## src/hdl/rx_status_pkg.sv

```systemverilog
// constants for the per-port serializer status and parity error counter registers
// assumes byte-wide register accesses issued by an i2c target engine outside this block
package rx_status_pkg;

  // register offsets
  localparam logic [7:0] PORT_SELECT_ADDR = 8'h4C;
  localparam logic [7:0] STATUS_BYTE1_ADDR = 8'h52;
  localparam logic [7:0] STATUS_BYTE2_ADDR = 8'h53;
  localparam logic [7:0] STATUS_BYTE3_ADDR = 8'h54;
  localparam logic [7:0] PARITY_HIGH_ADDR = 8'h55;
  localparam logic [7:0] PARITY_LOW_ADDR = 8'h56;

  // port select field: read-port number in the low bits
  localparam int PORT_SEL_W = 2;
  localparam int PORT_SEL_LSB = 0;

  // reset values
  localparam logic [7:0] STATUS_RESET = 8'h00;
  localparam logic [15:0] PARITY_COUNT_RESET = 16'h0000;
  localparam logic [PORT_SEL_W-1:0] PORT_SEL_RESET = 2'h0;
  localparam logic [7:0] UNMAPPED_READ = 8'h00;

  // counter ceiling: the count sticks here instead of wrapping
  localparam logic [15:0] PARITY_COUNT_MAX = 16'hFFFF;

  // number of receive ports
  localparam int RX_PORTS = 4;

endpackage

```

## src/hdl/rx_port_regs.sv

```systemverilog
// one receive port's copy of the status bytes and the 16-bit parity error counter
// assumes all inputs come from logic on clk; the parent decodes register reads
`timescale 1ns/10ps
module rx_port_regs
  import rx_status_pkg::*;
(
  // clock and reset
  input wire logic clk,
  input wire logic rst,
  // forward channel status
  input wire logic stat_load,
  input wire logic [7:0] stat_b1,
  input wire logic [7:0] stat_b2,
  input wire logic [7:0] stat_b3,
  // link monitoring
  input wire logic par_err,
  input wire logic lock_valid,
  input wire logic check_en,
  // register side
  input wire logic count_clear,
  output logic [7:0] status1_ff,
  output logic [7:0] status2_ff,
  output logic [7:0] status3_ff,
  output logic [15:0] count_ff
);

  ////////////////////////////////////////////////////////////////////////////////
  logic lock_d_ff;
  logic lock_rise;
  logic [15:0] nxt_count;

  // previous lock level for the edge detector; resets high so that a lock
  // already present when reset ends is not seen as a fresh edge
  always_ff @(posedge clk) begin
    if (rst) begin
      lock_d_ff <= 1'b1;
    end else begin
      lock_d_ff <= lock_valid;
    end
  end

  assign lock_rise = lock_valid & ~lock_d_ff;

  ////////////////////////////////////////////////////////////////////////////////
  // status bytes follow the forward channel, read-only to the host
  always_ff @(posedge clk) begin
    if (rst) begin
      status1_ff <= STATUS_RESET;
      status2_ff <= STATUS_RESET;
      status3_ff <= STATUS_RESET;
    end else if (stat_load) begin
      status1_ff <= stat_b1;
      status2_ff <= stat_b2;
      status3_ff <= stat_b3;
    end
  end

  ////////////////////////////////////////////////////////////////////////////////
  // restart on new lock or low-byte read; an error in the same cycle still counts
  always_comb begin
    nxt_count = count_ff;
    if (lock_rise || count_clear) begin
      nxt_count = PARITY_COUNT_RESET;
    end
    if (par_err && check_en && nxt_count != PARITY_COUNT_MAX) begin
      nxt_count = nxt_count + 16'h0001;
    end
  end

  // clear-on-read of the low byte wipes both halves
  always_ff @(posedge clk) begin
    if (rst) begin
      count_ff <= PARITY_COUNT_RESET;
    end else begin
      count_ff <= nxt_count;
    end
  end

endmodule // rx_port_regs

```

## src/hdl/rx_port_status_parity_counters.sv

```systemverilog
// per-port serializer status bytes and parity error counters behind a byte register port
// assumes an i2c target engine on clk delivers one-cycle read and write strobes
`timescale 1ns/10ps
module rx_port_status_parity_counters
  import rx_status_pkg::*;
#(
  parameter int PORTS = RX_PORTS
) (
  // clock and reset
  input wire logic clk,
  input wire logic rst,
  // register access from the i2c target
  input wire logic [7:0] reg_addr,
  input wire logic reg_rd,
  input wire logic reg_wr,
  input wire logic [7:0] reg_wdata,
  output logic [7:0] reg_rdata_ff,
  output logic reg_rvalid_ff,
  output logic [PORT_SEL_W-1:0] port_sel_ff,
  // forward channel status, one lane per port
  input wire logic [PORTS-1:0] stat_load,
  input wire logic [PORTS*8-1:0] stat_byte1,
  input wire logic [PORTS*8-1:0] stat_byte2,
  input wire logic [PORTS*8-1:0] stat_byte3,
  // link monitoring, one lane per port except parity_check_en, which all ports share
  input wire logic [PORTS-1:0] par_err,
  input wire logic [PORTS-1:0] lock_valid,
  input wire logic parity_check_en
);

  ////////////////////////////////////////////////////////////////////////////////
  logic [7:0] st1_w [PORTS];
  logic [7:0] st2_w [PORTS];
  logic [7:0] st3_w [PORTS];
  logic [15:0] cnt_w [PORTS];
  logic [PORTS-1:0] clr_w;
  logic [7:0] sel_st1;
  logic [7:0] sel_st2;
  logic [7:0] sel_st3;
  logic [15:0] sel_cnt;
  logic [7:0] nxt_rdata;

  // true when the access addresses the given register
  function automatic logic hit(input logic [7:0] addr, input logic [7:0] reg_off);
    hit = (addr == reg_off);
  endfunction

  ////////////////////////////////////////////////////////////////////////////////
  // port select: written by the host, also readable back
  always_ff @(posedge clk) begin
    if (rst) begin
      port_sel_ff <= PORT_SEL_RESET;
    end else if (reg_wr && hit(reg_addr, PORT_SELECT_ADDR)) begin
      port_sel_ff <= reg_wdata[PORT_SEL_LSB +: PORT_SEL_W];
    end
  end

  ////////////////////////////////////////////////////////////////////////////////
  // one register copy per port; only the selected port sees the read-clear
  generate
    for (genvar p = 0; p < PORTS; p++) begin : g_port
      assign clr_w[p] = reg_rd && hit(reg_addr, PARITY_LOW_ADDR)
                        && (port_sel_ff == PORT_SEL_W'(p));
      rx_port_regs u_regs (
        .clk(clk),
        .rst(rst),
        .stat_load(stat_load[p]),
        .stat_b1(stat_byte1[p*8 +: 8]),
        .stat_b2(stat_byte2[p*8 +: 8]),
        .stat_b3(stat_byte3[p*8 +: 8]),
        .par_err(par_err[p]),
        .lock_valid(lock_valid[p]),
        .check_en(parity_check_en),
        .count_clear(clr_w[p]),
        .status1_ff(st1_w[p]),
        .status2_ff(st2_w[p]),
        .status3_ff(st3_w[p]),
        .count_ff(cnt_w[p])
      );
    end
  endgenerate

  ////////////////////////////////////////////////////////////////////////////////
  // route the selected port's copy; a select beyond the port count reads zero
  always_comb begin
    sel_st1 = STATUS_RESET;
    sel_st2 = STATUS_RESET;
    sel_st3 = STATUS_RESET;
    sel_cnt = PARITY_COUNT_RESET;
    for (int i = 0; i < PORTS; i++) begin
      if (port_sel_ff == PORT_SEL_W'(i)) begin
        sel_st1 = st1_w[i];
        sel_st2 = st2_w[i];
        sel_st3 = st3_w[i];
        sel_cnt = cnt_w[i];
      end
    end
  end

  // read mux; the low byte is captured before its clear lands
  always_comb begin
    nxt_rdata = UNMAPPED_READ;
    case (reg_addr)
      PORT_SELECT_ADDR: nxt_rdata = {{(8-PORT_SEL_W){1'b0}}, port_sel_ff};
      STATUS_BYTE1_ADDR: nxt_rdata = sel_st1;
      STATUS_BYTE2_ADDR: nxt_rdata = sel_st2;
      STATUS_BYTE3_ADDR: nxt_rdata = sel_st3;
      PARITY_HIGH_ADDR: nxt_rdata = sel_cnt[15:8];
      PARITY_LOW_ADDR: nxt_rdata = sel_cnt[7:0];
      default: nxt_rdata = UNMAPPED_READ;
    endcase
  end

  // read data held until the next read; writes to read-only bytes are dropped
  always_ff @(posedge clk) begin
    if (rst) begin
      reg_rdata_ff <= UNMAPPED_READ;
      reg_rvalid_ff <= 1'b0;
    end else begin
      reg_rvalid_ff <= reg_rd;
      if (reg_rd) begin
        reg_rdata_ff <= nxt_rdata;
      end
    end
  end

  ////////////////////////////////////////////////////////////////////////////////
  // checks
  logic [15:0] cnt0;
  logic lock0_d;
  assign cnt0 = cnt_w[0];

  // mirrors the port's edge detector, including its high reset value
  always_ff @(posedge clk) begin
    if (rst) begin
      lock0_d <= 1'b1;
    end else begin
      lock0_d <= lock_valid[0];
    end
  end
endmodule // rx_port_status_parity_counters

```

## config.mk

```make
export PLATFORM = sky130hd
export DESIGN_NAME = rx_port_status_parity_counters
export DESIGN_NICKNAME = d
export VERILOG_FILES = /design/src/hdl/rx_status_pkg.sv /design/src/hdl/rx_port_regs.sv /design/src/hdl/rx_port_status_parity_counters.sv
export SDC_FILE = /design/constraint.sdc
export NUM_CORES = 1
export LEC_CHECK = 0
export ABC_AREA = 0
export BUFFER_PORTS_ARGS = -buffer_cell sky130_fd_sc_hd__buf_4
export CAP_MARGIN = 20
export CORE_MARGIN = 1
export CORE_UTILIZATION = 61
export CTS_CLUSTER_SIZE = 8
export DETAILED_ROUTE_END_ITERATION = 8
export HOLD_SLACK_MARGIN = 0.02
export MAX_ROUTING_LAYER = met4
export PLACE_DENSITY = 0.86
export SYNTH_ARGS = -nofsm -noshare
export SYNTH_HDL_FRONTEND = slang
export SYNTH_SLANG_ARGS = --single-unit
```

## constraint.sdc

```tcl
create_clock -name clk -period 4.3 [get_ports clk]
set_input_delay 0.43 -clock clk [delete_from_list [all_inputs] [get_ports clk]]
set_output_delay 0.43 -clock clk [all_outputs]
set_load 0.005 [all_outputs]
```

==> results.md <==
* Count of cell types in the netlist at 65
* Chip Width at 119 um
* Combinational power share at 0.089
* Die Height at 119 um
* IO Pins at 140
* Dominant synthesized flop cell: dfxtp_1
* Mapped Area at 8300 um^2
* WS Path Type: reg2reg
* Fill count at 948
* Post-Syn Nets at 984
* Avg Vias per Cell at 6.21
* CTS root buf: clkbuf_16
* Fin. Hold Viols at 0
* Pre-antenna DRT Iters at 5
* Clock Latency Late Sink at 0.44 ns
* Static Leak at 3.98 nW
* GR Overflow Total at 0
* Unrepaired setup endpoints after global routing: false
* Place WS at 1.67 ns
* FF+latch count, synth at 175
* Via count of the routed design at 7,140
* First-pass GRT wire length at 35,300 um
* Status: completed
* Pint at 2.78 mW
* I/O Buffers at 133
* Routed WL at 22,100 um
* CP max-delay cell: dfxtp_2
* Pwr Density at 365 nW/um^2
* Global Route Usage Sum at 0.333
* ANT cells at 0
* Hold buffer count at CTS at 0
* Clock buffer depth at 2
* Sequential element share of the synthesized area at 0.422
* Initial DRC Count at 695
* Max Slew Vio Count at 0
* Tightest Pin Transition at 1.03 ns
* Setup-failing EPs final at 0
* H-tree levels at 4
* Die area at 14,100 um^2
* Avg WL per Cell at 19.2 um
* CP max FO at 35
* TritonCTS Sinks at 175
* Initial core utilization at 0.627
* Crit path largest cell delay at 1.01 ns
* P&R area growth vs syn at 19.8%
* Clock share of power at 0.437
* Worst Path Arrival at 2.89 ns
* Post-synth EDFFs at 0
* Post-DRT Antenna Nets at 0
* Dpl hpwl at 15,300 um
* Initial antenna violation count at 0
* Max VDD drop at 355 uV
* Fin crit share at 0.604
* Ys Warns at 0
* Mapped Cells at 855
* Max_slew headroom at 0.315
* Post-Layout Cell Count at 1,150
* Fraction of layout cells with a size suffix above 1 at 0.230
* Critical Path RT at 4.59 ns
* Crit path launch type: flop
* Top achievable clock speed at 0.385 GHz
* Endpoint type of the worst setup path: flop
* Max-cap viol count at 0
* Sequential share of power at 0.474
* Area occupied by multi-input gates at 4560 um^2
* Pin count of the biggest net entering global routing at 67
* Minimum clock period after layout at 2.60 ns
* Top delay family on crit path: flip-flops
* Total area of sequential cells at 3510 um^2
* Switching power total at 0.850 mW
* Setup TNS at 0 ns
* Core box area at 13,200 um^2
* Resized Gates After CTS at 0
* CTS Buf Count at 17
* Cell Rows at 42
* Avg Inst Size Synth at 9.71 um^2
* CTS tree: done
* GPL Wtd Cong at 0.899
* Final Net Count at 1,090
* Worst-path clk slew at 0.06 ns
* Sw Ratio at 0.234
* Inst Count DP at 1,117
* Setup Buffers After CTS at 0
* Ys async rst share at 0
* Vias in the first global route at 6,961
* Post-route DRC at 0
* Hold Crit Class: in2reg
* Crit path cell chain: buf_4 > mux4_2 > nand3_1 > o21ai_0 > a311oi_1 > a211oi_1
* Max Clock Skew at 0.00758 ns
* Setup slack after layout at 1.70 ns
* CP bufs+invs at 1
[cells in the final DEF, fill, tap and decap left out, types with 9 or more instances in the layout]
cell / count
buf_4: 136
mux2_2: 11
nand2_1: 42
mux4_2: 28
mux2i_1: 112
nor2_1: 161
a21oi_1: 18
xnor2_1: 10
clkbuf_16: 17
nor3_1: 14
nand3_1: 28
or3_1: 9
xor2_1: 26
dfxtp_1: 173
nand4_1: 19
o21ai_0: 14
[stage by stage]
stage | utilization | area [um^2] | hold WS, ns | power, mW
2_1_floorplan | - | 8300 | 0.454 | 1.93
3_3_place_gp | 0.705 | 9330 | 0.466 | 2.06
3_5_place_dp | 0.705 | 9330 | 0.475 | 2.07
4_1_cts | 0.751 | 9940 | 0.182 | 3.64
5_1_grt | 0.751 | 9950 | 0.193 | 3.75
6_report | 0.751 | 9950 | 0.194 | 3.63
[power by group through the flow]
stage	Sequential [mW]	Clock, mW	Combinational [mW]
6_report	1.72	1.59	0.324
5_1_grt	1.73	1.68	0.347
4_1_cts	1.72	1.60	0.322
3_5_place_dp	1.75	0	0.317
3_3_place_gp	1.75	0	0.310
2_1_floorplan	1.74	0	0.184
[flip-flops by register name, summed over array words and instances (netlist names)]
name                      count
reg_rvalid_ff                 1
g_port.u_regs.status3_ff     32
g_port.u_regs.lock_d_ff       4
g_port.u_regs.count_ff       64
g_port.u_regs.status2_ff     32
g_port.u_regs.status1_ff     32
reg_rdata_ff                  8
port_sel_ff                   2
[layer usage]
layer,global-route usage,vias up,wire length [um]
met2,0.523,291,10600
met3,0.0623,48,1680
li1,-,3315,-
met1,0.426,3486,9220
met5,-,-,0
met4,0.133,0,609
[kinds of logic (layout without fill, tap and decap cells)]
kind of cell / count (synthesis) / count (layout) / share of synthesized area
buffers and inverters: 56 / 175 / 0.0283
and+or+nand+nor: 340 / 340 / 0.201
DFF: 175 / 175 / 0.422
xor gates and xnor gates: 36 / 36 / 0.0380
muxes: 151 / 151 / 0.226
AOI/OAI and AO/OA: 97 / 97 / 0.0847
[area by class of cell]
| type | count | area share |
|---|---|---|
| Clock buffer | 19 | 0.0445 |
| Timing Repair Buffer | 137 | 0.103 |
| Tap cell | 176 | 0.0221 |
| Clock inverter | 13 | 0.0165 |
| Sequential cell | 175 | 0.352 |
| Inverter | 6 | 0.00226 |
| Multi-Input combinational cell | 624 | 0.459 |
[final timing paths]
path | end | start | slack, ns | depth (start not counted)
max | reg_rdata_ff[2] | port_sel_ff[0] | 1.70 | 6
min | g_port[2].u_regs.lock_d_ff | lock_valid[2] | 0.19 | 2
max reg2reg | reg_rdata_ff[2] | port_sel_ff[0] | 1.70 | 6
min reg2reg | g_port[2].u_regs.status3_ff[7] | g_port[2].u_regs.status3_ff[7] | 0.49 | 2
[cell usage after synthesis (18+ instances only)]
master	n	area [um^2]
a21oi_1	18	90.1
clkbuf_1	28	105
dfxtp_1	175	3500
mux2i_1	112	1120
mux4_2	28	631
nand2_1	42	158
nand3_1	28	140
nand4_1	19	119
nor2_1	161	604
xor2_1	26	228
Note: power is estimated with default switching activity, not from simulation.
